`config.mk`:
```
export PLATFORM = sky130hd
export DESIGN_NAME = drs_sequencer
export DESIGN_NICKNAME = d
export VERILOG_FILES = /design/src/hw/drs_sequencer.v
export VERILOG_INCLUDE_DIRS = /design/src /design/src/inc
export SDC_FILE = /design/constraint.sdc
export NUM_CORES = 1
export LEC_CHECK = 0
export BUFFER_PORTS_ARGS = -buffer_cell sky130_fd_sc_hd__buf_4
export CAP_MARGIN = 10
export CORE_MARGIN = 4
export CORE_UTILIZATION = 35
export CTS_CLUSTER_DIAMETER = 50
export CTS_CLUSTER_SIZE = 12
export DETAILED_ROUTE_END_ITERATION = 8
export HOLD_SLACK_MARGIN = 0.03
export MAX_ROUTING_LAYER = met4
export PLACE_DENSITY = 0.66
export SLEW_MARGIN = 20
export SYNTH_ARGS = -nofsm -noshare
export SYNTH_HDL_FRONTEND = slang
export SYNTH_SLANG_ARGS = --single-unit
```
`constraint.sdc`:
```
create_clock -name i_clk -period 5.4 [get_ports i_clk]
set_input_delay 1.35 -clock i_clk [delete_from_list [all_inputs] [get_ports i_clk]]
set_output_delay 1.35 -clock i_clk [all_outputs]
set_load 0.1 [all_outputs]
```
`src/inc/drs_map.vh`:
```
`ifndef DRS_MAP_VH
`define DRS_MAP_VH
// ==========================================
// Register offsets
`define DRS_OFS_SCHEME 12'h000
`define DRS_OFS_CTRL 12'h004
`define DRS_OFS_MAP 12'h008
`define DRS_OFS_STATUS 12'h00c
// ==========================================
// Reset values and top scheme code
`define DRS_SCHEME_RST 3'h4
`define DRS_SCHEME_MAX 3'h4
`define DRS_CTRL_RST 4'h0
`define DRS_MAP_RST 15'h0000
// ==========================================
// Control fields
`define DRS_CTRL_RUN_EN 0
`define DRS_CTRL_HALT_EN 1
`define DRS_CTRL_DIR_EN 2
`define DRS_CTRL_OPEN_LOOP 3
// ==========================================
// Sequencing input slots
`define DRS_SLOT_PERMIT 0
`define DRS_SLOT_IN0 1
`define DRS_SLOT_IN1 2
`define DRS_SLOT_IN2 3
`define DRS_SLOT_IN3 4
`define DRS_MAP_FIELD_W 3
// Default terminals of the wire-proof PLC scheme, slot k on terminal k
`define DRS_MAP_DEFAULT 15'h4688
// ==========================================
// Schemes
`define DRS_SCH_LATCH 3'h0
`define DRS_SCH_LATCH_DIR 3'h1
`define DRS_SCH_WIRE_PROOF 3'h2
`define DRS_SCH_PLC 3'h3
`define DRS_SCH_WP_PLC 3'h4
// ==========================================
// Sequencer states
`define DRS_ST_READY 2'h0
`define DRS_ST_RUN 2'h1
`define DRS_ST_JOG 2'h2
// ==========================================
// Timing
`define DRS_CLK_MHZ 100
`define DRS_BOTH_DELAY_US 60000
`endif

```
`src/hw/drs_sequencer.v`:
```
// Operation
// - Scheme selector 0..4, reset value 4
// - Any terminal routes to any sequencing slot
// - Codes: latch, latch-dir, wire-proof, PLC, wire-proof PLC
// - Mapping required except scheme 4 defaults
// - Scheme 0: permit, run, jog, direction
// - Scheme 0: run pulse latches, permit low stops
// - Scheme 0: enabled keypad replaces terminal function
// - Jog accepted only from ready state
// - Schemes 0,1: run beats jog
// - Scheme 1: run/jog per direction, permit needed
// - Scheme 1: run pulse latches direction, permit stops
// - Scheme 1: opposite run pulse reverses
// - Scheme 1: keypad run/dir unless terminal held
// - Scheme 1: keypad halt unless terminals force run
// - Scheme 2: held levels fwd, jog, rev
// - Scheme 2: runs with permit and one direction
// - Scheme 2: both directions stop after 60 ms
// - Scheme 2: keypad buttons ignored
// - Scheme 3: level run, jog, direction; no keypad
// - Scheme 4: level fwd/rev, both stop, delay; the code delays only in open loop
//
// Implementation choices: the APB interface to the registers and the register offsets.
`include "drs_map.vh"
`timescale 1ns/10ps
`default_nettype none
module drs_sequencer #(
    parameter NUM_TERM = 8,
    parameter BOTH_DELAY_CYC = `DRS_BOTH_DELAY_US * `DRS_CLK_MHZ,
    parameter CNT_W = 24
) (
    input wire i_clk,
    input wire i_rst,
    input wire i_psel,
    input wire i_penable,
    input wire i_pwrite,
    input wire [11:0] i_paddr,
    input wire [31:0] i_pwdata,
    output wire [31:0] o_prdata,
    output wire o_pready,
    output wire o_pslverr,
    input wire [NUM_TERM-1:0] i_term,
    input wire i_kp_run,
    input wire i_kp_halt,
    input wire i_kp_dir,
    output reg o_run,
    output reg o_dir,
    output reg o_jog,
    output reg o_stop,
    output reg [1:0] o_state
);
    localparam SW = NUM_TERM + 3;
    localparam [CNT_W-1:0] BOTH_CYC = BOTH_DELAY_CYC;

    // ==========================================
    // Registers
    reg [2:0] scheme;
    reg [3:0] ctrl;
    reg [14:0] map;
    reg [1:0] state;
    reg [1:0] next_state;
    reg dir;
    reg next_dir;
    reg [CNT_W-1:0] both_cnt;

    wire access = i_psel & i_penable;
    wire hit_scheme = (i_paddr == `DRS_OFS_SCHEME);
    wire hit_ctrl = (i_paddr == `DRS_OFS_CTRL);
    wire hit_map = (i_paddr == `DRS_OFS_MAP);
    wire hit_status = (i_paddr == `DRS_OFS_STATUS);
    wire hit_any = hit_scheme | hit_ctrl | hit_map | hit_status;

    assign o_pready = 1'b1;
    // Unmapped addresses answer with an error and zero data
    assign o_pslverr = i_psel & ~hit_any;
    assign o_prdata = hit_scheme ? {29'h0, scheme} :
                      hit_ctrl ? {28'h0, ctrl} :
                      hit_map ? {17'h0, map} :
                      hit_status ? {27'h0, o_stop, o_jog, dir, state} :
                      32'h0;

    always @(posedge i_clk) begin
        if (i_rst) begin
            scheme <= `DRS_SCHEME_RST;
            ctrl <= `DRS_CTRL_RST;
            map <= `DRS_MAP_RST;
        end else if (access & i_pwrite) begin
            // Out-of-range scheme codes are dropped, not clamped
            if (hit_scheme && i_pwdata[2:0] <= `DRS_SCHEME_MAX) begin
                scheme <= i_pwdata[2:0];
            end
            if (hit_ctrl) begin
                ctrl <= i_pwdata[3:0];
            end
            if (hit_map) begin
                map <= i_pwdata[14:0];
            end
        end
    end

    // ==========================================
    // Input synchronisers
    wire [SW-1:0] raw = {i_kp_dir, i_kp_halt, i_kp_run, i_term};
    reg [SW-1:0] sy1;
    reg [SW-1:0] sy2;
    reg [SW-1:0] sy3;
    genvar g;
    generate
        for (g = 0; g < SW; g = g + 1) begin : g_sync
            always @(posedge i_clk) begin
                if (i_rst) begin
                    sy1[g] <= 1'b0;
                    sy2[g] <= 1'b0;
                    sy3[g] <= 1'b0;
                end else begin
                    sy1[g] <= raw[g];
                    sy2[g] <= sy1[g];
                    sy3[g] <= sy2[g];
                end
            end
        end
    endgenerate

    // ==========================================
    // Terminal routing
    wire use_default = (scheme == `DRS_SCH_WP_PLC);
    wire [14:0] map_eff = use_default ? `DRS_MAP_DEFAULT : map;
    wire [4:0] lvl;
    wire [4:0] prv;
    generate
        for (g = 0; g < 5; g = g + 1) begin : g_route
            wire [2:0] sel = map_eff[g*3 +: 3];
            assign lvl[g] = sy2[sel];
            assign prv[g] = sy3[sel];
        end
    endgenerate
    wire [4:0] rise = lvl & ~prv;

    wire permit = lvl[`DRS_SLOT_PERMIT];
    wire in0 = lvl[`DRS_SLOT_IN0];
    wire in1 = lvl[`DRS_SLOT_IN1];
    wire in2 = lvl[`DRS_SLOT_IN2];
    wire in3 = lvl[`DRS_SLOT_IN3];
    wire kp_run = sy2[NUM_TERM] & ~sy3[NUM_TERM];
    wire kp_halt = sy2[NUM_TERM+1] & ~sy3[NUM_TERM+1];
    wire kp_dir = sy2[NUM_TERM+2] & ~sy3[NUM_TERM+2];
    wire run_en = ctrl[`DRS_CTRL_RUN_EN];
    wire halt_en = ctrl[`DRS_CTRL_HALT_EN];
    wire dir_en = ctrl[`DRS_CTRL_DIR_EN];
    wire open_loop = ctrl[`DRS_CTRL_OPEN_LOOP];

    // ==========================================
    // Both-direction stop delay
    wire wp = (scheme == `DRS_SCH_WIRE_PROOF) |
              (scheme == `DRS_SCH_WP_PLC);
    wire both = wp & in0 & in2;
    // Closed-loop scheme 4 stops at once on both directions
    wire delay_on = (scheme == `DRS_SCH_WIRE_PROOF) | open_loop;
    wire both_done = (both_cnt >= BOTH_CYC);
    always @(posedge i_clk) begin
        if (i_rst) begin
            both_cnt <= {CNT_W{1'b0}};
        end else if (~both) begin
            both_cnt <= {CNT_W{1'b0}};
        end else if (~both_done) begin
            both_cnt <= both_cnt + 1'b1;
        end
    end
    wire both_hold = both & delay_on & ~both_done;

    // ==========================================
    // Sequencing decisions
    reg run_ev;
    reg stop_c;
    reg jog_c;
    reg jog_dir;
    reg run_c;
    reg dir_c;
    reg latched;
    reg held;
    always @* begin
        run_ev = 1'b0;
        stop_c = 1'b0;
        jog_c = 1'b0;
        jog_dir = dir;
        run_c = 1'b0;
        dir_c = dir;
        latched = 1'b0;
        held = in0 | in2;
        next_dir = dir;
        case (scheme)
            `DRS_SCH_LATCH: begin
                latched = 1'b1;
                run_ev = run_en ? kp_run : rise[`DRS_SLOT_IN0];
                stop_c = halt_en ? kp_halt : ~permit;
                jog_c = in1 & (halt_en | permit);
                if (dir_en) begin
                    next_dir = dir ^ kp_dir;
                end else begin
                    next_dir = in2;
                end
                jog_dir = next_dir;
            end
            `DRS_SCH_LATCH_DIR: begin
                latched = 1'b1;
                run_ev = rise[`DRS_SLOT_IN0] | rise[`DRS_SLOT_IN2] |
                         (run_en & kp_run & ~held);
                stop_c = ~permit | (halt_en & kp_halt & ~held);
                jog_c = (in1 | in3) & permit;
                jog_dir = in3 & ~in1;
                if (rise[`DRS_SLOT_IN2]) begin
                    next_dir = 1'b1;
                end else if (rise[`DRS_SLOT_IN0]) begin
                    next_dir = 1'b0;
                end else if (dir_en & kp_dir & ~held) begin
                    next_dir = ~dir;
                end
            end
            `DRS_SCH_WIRE_PROOF, `DRS_SCH_WP_PLC: begin
                // Keypad inputs are not consulted here
                run_c = permit & (in0 ^ in2);
                jog_c = run_c & in1;
                dir_c = in2;
            end
            `DRS_SCH_PLC: begin
                run_c = in0;
                jog_c = in0 & in1;
                dir_c = in2;
            end
            default: begin
                run_c = 1'b0;
            end
        endcase
    end

    // ==========================================
    // State machine
    always @* begin
        next_state = state;
        if (latched) begin
            case (state)
                `DRS_ST_READY: begin
                    if (run_ev & ~stop_c) begin
                        next_state = `DRS_ST_RUN;
                    end else if (jog_c & ~stop_c) begin
                        next_state = `DRS_ST_JOG;
                    end
                end
                `DRS_ST_RUN: begin
                    if (stop_c) begin
                        next_state = `DRS_ST_READY;
                    end
                end
                `DRS_ST_JOG: begin
                    if (run_ev & ~stop_c) begin
                        next_state = `DRS_ST_RUN;
                    end else if (~jog_c | stop_c) begin
                        next_state = `DRS_ST_READY;
                    end
                end
                default: begin
                    next_state = `DRS_ST_READY;
                end
            endcase
        end else begin
            case (state)
                `DRS_ST_READY: begin
                    // Jog seen with run at once; run first means run
                    if (jog_c) begin
                        next_state = `DRS_ST_JOG;
                    end else if (run_c) begin
                        next_state = `DRS_ST_RUN;
                    end
                end
                `DRS_ST_RUN: begin
                    if (~run_c & ~both_hold) begin
                        next_state = `DRS_ST_READY;
                    end
                end
                `DRS_ST_JOG: begin
                    if (~jog_c) begin
                        next_state = `DRS_ST_READY;
                    end
                end
                default: begin
                    next_state = `DRS_ST_READY;
                end
            endcase
        end
    end

    always @(posedge i_clk) begin
        if (i_rst) begin
            state <= `DRS_ST_READY;
            dir <= 1'b0;
        end else begin
            state <= next_state;
            if (latched) begin
                dir <= next_dir;
            end else if (run_c | jog_c) begin
                dir <= dir_c;
            end
        end
    end

    // ==========================================
    // Outputs to the speed controller
    always @(posedge i_clk) begin
        if (i_rst) begin
            o_run <= 1'b0;
            o_dir <= 1'b0;
            o_jog <= 1'b0;
            o_stop <= 1'b0;
            o_state <= `DRS_ST_READY;
        end else begin
            o_run <= (next_state == `DRS_ST_RUN);
            o_jog <= (next_state == `DRS_ST_JOG);
            o_dir <= (next_state == `DRS_ST_JOG) ? jog_dir : dir;
            o_stop <= (state != `DRS_ST_READY) &
                      (next_state == `DRS_ST_READY);
            o_state <= next_state;
        end
    end
endmodule // drs_sequencer
`default_nettype wire

```
* Yosys cells after proc, flatten, opt, wreduce, memory -nomap -nowiden *
Index checks and enable logic that the tools add are counted.

word-level totals
  register bits after elaboration = 86
  input port bits = 60
  output and inout port bits = 40
  word-level logic and storage cells = 189

operators by class
  add/subtract/negate cells = 1
  order comparisons = 7
  eq/ne operators = 13
  mux-type cells = 52
  bitwise gates (word level) = 57
  reductions and logical operators = 16

operator list
  kind                                                                 count
  2-to-1 mux 15 bit                                                    4
  binary-select mux 1 bit (select 3 bit)                               9
  bitwise AND 1 bit                                                    26
  < comparator 3 x 5 -> 1 bit, second input constant                   5
  adder 24 x 1 -> 24 bit, second input constant                        1
  == test 12 x 4 -> 1 bit, second input constant                       2
  greater-or-equal comparator 24 x 23 -> 1 bit, second input constant  1
  2-to-1 mux 1 bit                                                     20
  2-to-1 mux 2 bit                                                     10
  NOT 1 bit                                                            14
  OR 1 bit                                                             13
  == test 12 x 3 -> 1 bit, second input constant                       1
  logical NOT 12 bit                                                   1
  case mux 2 bit (3 select lines)                                      2
  case mux 1 bit (2 select lines)                                      5
  == test 3 x 2 -> 1 bit, second input constant                        2
  AND reduction 2 bit                                                  3
  nonzero test 2 bit                                                   3
  OR reduction 2 bit                                                   3
  2-to-1 mux 5 bit                                                     1
  inequality test 5 bit, second input constant                         1
  bitwise AND 4 bit                                                    1
  == test 2 x 1 -> 1 bit, second input constant                        2
  == test 2 bit, second input constant                                 2
  12 further kinds                                                     14

* Logic depth before layout (Yosys ltp) *
  word-level depth = 17
  depth in mapped cells = 14
  mapped depth without buffers = 12

* Worst setup path after synthesis *
No wires, ideal clock.

  path kind = input to output
  start = in i_paddr[7]
  end = out o_prdata[4]
  arrival = 4075 ps
  setup slack = -25 ps
  cell stages on the path = 3
  path buffers = 0
  path through = nor4_1 nand3_1 nor3b_1

on the way
  cells in the longest elaborated chain, start to end = 5
  elaborated cells between the ends (all ways) = 8
  those cells by class = 3 x eq/ne; 4 x mux; 1 x reduce/logical

ends and longest elaborated chain
  element                            RTL line            RTL
  start: declaration                 drs_sequencer.v:37  input wire [11:0] i_paddr,
  == test 12 x 4 -> 1 bit (no line)  --
  2-to-1 mux 5 bit                   drs_sequencer.v:79  hit_status ? {27'h0, o_stop, o_jog, dir, state} :
  2-to-1 mux 15 bit                  drs_sequencer.v:78  hit_map ? {17'h0, map} :
  2-to-1 mux 15 bit                  drs_sequencer.v:77  hit_ctrl ? {28'h0, ctrl} :
  2-to-1 mux 15 bit (*)              drs_sequencer.v:76  assign o_prdata = hit_scheme ? {29'h0, scheme} :
  end: declaration                   drs_sequencer.v:39  output wire [31:0] o_prdata,

Mark *: on every way between the ends. The rest lies on a longest branch, timed or not.

* Worst setup path after layout *
  start = in i_paddr[1]
  end = out o_prdata[6]

on the way
  cells in the longest elaborated chain, start to end = 4
  elaborated cells between the ends (all ways) = 6
  those cells by class = 2 x eq/ne; 3 x mux; 1 x reduce/logical

ends and longest elaborated chain
  element                            RTL line
  == test 12 x 4 -> 1 bit (no line)  --
  2-to-1 mux 15 bit                  drs_sequencer.v:78
  2-to-1 mux 15 bit                  drs_sequencer.v:77
  2-to-1 mux 15 bit (*)              drs_sequencer.v:76

Marks and branches as above.

==> summary by stage <==
Clocking
The clock root buffer is clkbuf_16. After clock tree synthesis, the clock-pin slew on the worst setup and hold paths is 0.06 ns. The CTS tree is built. The clock buffer count from CTS is 9.

The latest clock arrival within the worst-skew pair is 0.34 ns. Hold repair after CTS inserted 0 buffers. The number of setup buffers added after CTS is 0.

The clock passes through at most 2 buffers. The H-tree was split into 3 levels. The number of cells upsized or downsized after cts is 0. The number of clock sinks seen by CTS is 86.

Yosys
The post-synthesis cell type count is between 60 and 70. The total of flip-flops plus latches after synthesis is 86. Yosys mapped a number of flops with a built-in enable equal to 0. The count of synthesis-stage warnings from yosys is 0.

The netlist area before placement is ~4500 µm². Among all flip-flop cells after synthesis, the most frequent one is dfxtp_1. The top cell type by area accounts for 38.52% of the synthesized area.

The average instance in the mapped netlist occupies between 8 and 9 µm². The synthesized design spends more area on one cell type than any other, namely dfxtp_1. Ranked by total cell area, the synthesized netlist is headed by dfxtp_1 39%, nor2b_1 6.2%, mux4_2 5.0%.

The proportion of register bits with asynchronous set or reset after synthesis is 0%. The number of instances in the synthesized netlist is about 500. The share of synthesized area occupied by flip-flops and latches is between 30% and 40%.

GRT
The number of antenna violations at the first check in global routing was 0. The first global-routing pass estimated between 15000 and 20000 µm of wire. The via count of the first global-routing pass is between 3k and 4k. For this run, global-route usage on met2 was measured as about a quarter.

The routing usage on met3 is between 2 and 3%. The met1 usage is approximately 18%. The total global routing track utilization is between 10% and 20%. After global routing the overflow that remains totals 0. The layer flagged by global routing as most heavily used is met2. The largest net degree at the start of global routing is 64.

Die
The die covers roughly 15000 µm². The number of I/O pins is 100. The y dimension of the die is about 120 µm. The area of the core is approximately 13000 µm². The initialized floorplan defines 41 standard-cell rows. For this configuration, the core starts out at a cell density of 35.56%. In this run the horizontal extent of the chip is about 120 µm.

Timing
Setup repair after global routing left no endpoint under its margin. The share of the clock period used by the worst path is about four fifths. The number of endpoints with negative hold slack in the final report is 0. The clock arrives with between 0.008 and 0.009 ns of skew.

Setup violations remaining at the end of the flow were counted as 0. In the final timing run, aggregate negative setup slack is 0 ns. The routed design could run at a clock period as short as around 4.2 ns.

The number of pins exceeding their max-slew limit in the final report is 0. The tightest slew margin relative to the limit is between 40% and 50%. The slew at the pin closest to its max-slew limit is ~0.85 ns.

Based on the critical path, the design can be clocked at up to approximately 240 MHz.

Cells and area
The number of fillers in the final layout is between 1k and 1.5k. The fraction of layout instances using a drive strength above 1 is just under 20%. The sequential cells in the finished layout cover a total of roughly 1700 µm². The number of antenna diodes in the final layout is 0. From synthesis to final layout, the design area changed by 17.33%.

The area occupied by multi-input gates is 2499 µm². The summed area of non-filler cells in the final layout is approximately 5200 µm². The final layout net count is around 620.

Placed design
The global placement routability congestion is slightly above 0.9. The detailed-placement wirelength estimate is about 7400 µm. The area of placed instances is 4969 µm². Input and output buffers added on the ports amount to 64.

Drt
For this block, the initial DRC count from the detailed router was around 160. The number of vias in the routed layout is 3684. The final antenna-violating net count is 0. The residual DRC count is 0. The mean number of vias per cell is 5.026.

The post-detailed-route wirelength per cell is around 14 µm. The first-pass iteration count of the detailed router is 4. The final routed wirelength across all metal layers is between 10000 and 15000 µm.

Critical path
The worst setup path is launched from an input port. The setup path with the least slack is of type input port to primary output. STA classifies the critical path endpoint as a primary output. For the worst setup path, the data required time is between 4 and 5 ns. Data on the critical path arrives at its endpoint at between 2 and 3 ns. The highest net fanout along the worst path is 12.

Pwr
The power density normalized to cell area is about 260 nW/µm². The analysis attributes to cell leakage a power of 0.001899 µW. The largest voltage drop on the vdd net is 0.0001600 V.

Worst hold path
The path class of the tightest hold or removal check is flip-flop to flip-flop.

Job
The max-cap check violation count is 0.

Run status
The flow ran to the end, and the final reports show no timing, DRC or antenna violations.
[cell usage after synthesis, types with 4 or more instances]
library cell,n
nor3b_1,7
inv_1,11
nand2_1,46
a21oi_1,26
a211oi_1,4
o21ai_0,9
nor2b_1,44
xor2_1,7
and3_1,8
xnor2_1,13
nand2b_1,9
nand4_1,5
o31ai_1,6
clkbuf_1,23
nor3_1,8
dfxtp_1,86
buf_4,20
mux4_2,10
mux2_2,4
nor2_1,54
and2_1,14
o22ai_1,5
mux2i_1,13
or2_2,5
nand3_1,12
[critical path, stage by stage]
cell     delay (ns)
buf_4          0.11
nor4_1         0.27
nand3_1        0.27
nor3b_1        0.27
buf_4          0.20
and2_1         0.14
buf_4          0.29
[per-layer routing]
| layer | vias to the layer above | routed length, µm |
|---|---|---|
| met5 | - | 0 |
| met4 | 0 | 109 |
| met3 | 9 | 552 |
| met2 | 97 | 4939 |
| met1 | 1749 | 4712 |
| li1 | 1829 | - |
[report_power, final]
part	internal, µW	total, µW	switching [µW]
clock	314	568	254
sequential	644	652	7.72
combinational	38.9	126	86.9
[per-stage QoR]
stage | hold slack [ns] | std cells | setup slack (ns) | total power, µW | utilization [%]
floorplan | 0.4081 | 527 | 0.6918 | 767.1 | -
global placement | 0.4182 | 717 | 1.169 | 790.1 | 39.53
detailed placement | 0.4266 | 717 | 1.118 | 791.6 | 39.53
CTS | 0.4446 | 733 | 1.125 | 1364 | 41.72
global route | 0.4521 | 733 | 0.9449 | 1393 | 41.72
finish | 0.4371 | 733 | 1.152 | 1346 | 41.72
[flip-flops by register name, indices dropped and copies added (netlist names)]
register,flops
sy3,11
both_cnt,24
sy2,11
sy1,11
o_dir,1
o_run,1
ctrl,4
o_stop,1
o_state,2
o_jog,1
map,15
scheme,3
dir,1
[path summary, 6_finish.rpt]
path              depth (start not counted)  slack (ns)     endpoint        from
setup / recovery                          7        1.15  o_prdata[6]  i_paddr[1]
hold / removal                            1        0.44       sy2[3]      sy1[3]
setup reg to reg                         12        1.67       o_stop   scheme[2]
hold reg to reg                           1        0.44       sy2[3]      sy1[3]
[logic make-up (layout without fill, tap and decap cells)]
group | after synthesis | after routing | share of synthesized area, %
adder cells (fa/ha/maj) | 3 | 3 | 0.8400
XOR/XNOR | 20 | 20 | 3.919
multiplexers | 27 | 27 | 8.958
AO/OA/AOI/OAI | 87 | 87 | 13.97
buffers and inverters | 59 | 93 | 7.027
other | 2 | 18 | 0.1680
AND/OR/NAND/NOR | 227 | 227 | 26.60
flip-flops | 86 | 86 | 38.52
[cell usage in the layout (no fill, tap or decap), types with 3 or more instances in the layout]
cell type / netlist / routed
a211oi_1: 4 / 4
a21o_1: 3 / 3
a21oi_1: 26 / 26
and2_1: 14 / 14
and3_1: 8 / 8
buf_4: 20 / 65
clkbuf_16: 0 / 9
conb_1: 2 / 18
dfxtp_1: 86 / 86
ha_1: 3 / 3
inv_1: 11 / 11
mux2_2: 4 / 4
mux2i_1: 13 / 13
mux4_2: 10 / 10
nand2_1: 46 / 46
nand2b_1: 9 / 9
nand3_1: 12 / 12
nand4_1: 5 / 5
nor2_1: 54 / 54
nor2b_1: 44 / 44
nor3_1: 8 / 8
nor3b_1: 7 / 6
o21a_1: 3 / 3
o21ai_0: 9 / 9
o22ai_1: 5 / 5
o31ai_1: 6 / 6
or2_2: 5 / 5
or3_1: 3 / 3
xnor2_1: 13 / 13
xor2_1: 7 / 7
[area by class of cell]
class,instances,share of cell area [%]
well taps,172,4.104
clock buffers,10,4.367
multi-input cells,382,47.65
clock inverters,6,0.8828
flip-flops and latches,86,32.83
repair buffers,65,9.306
inverters,12,0.8590
Power figures use the tool's default switching activity.
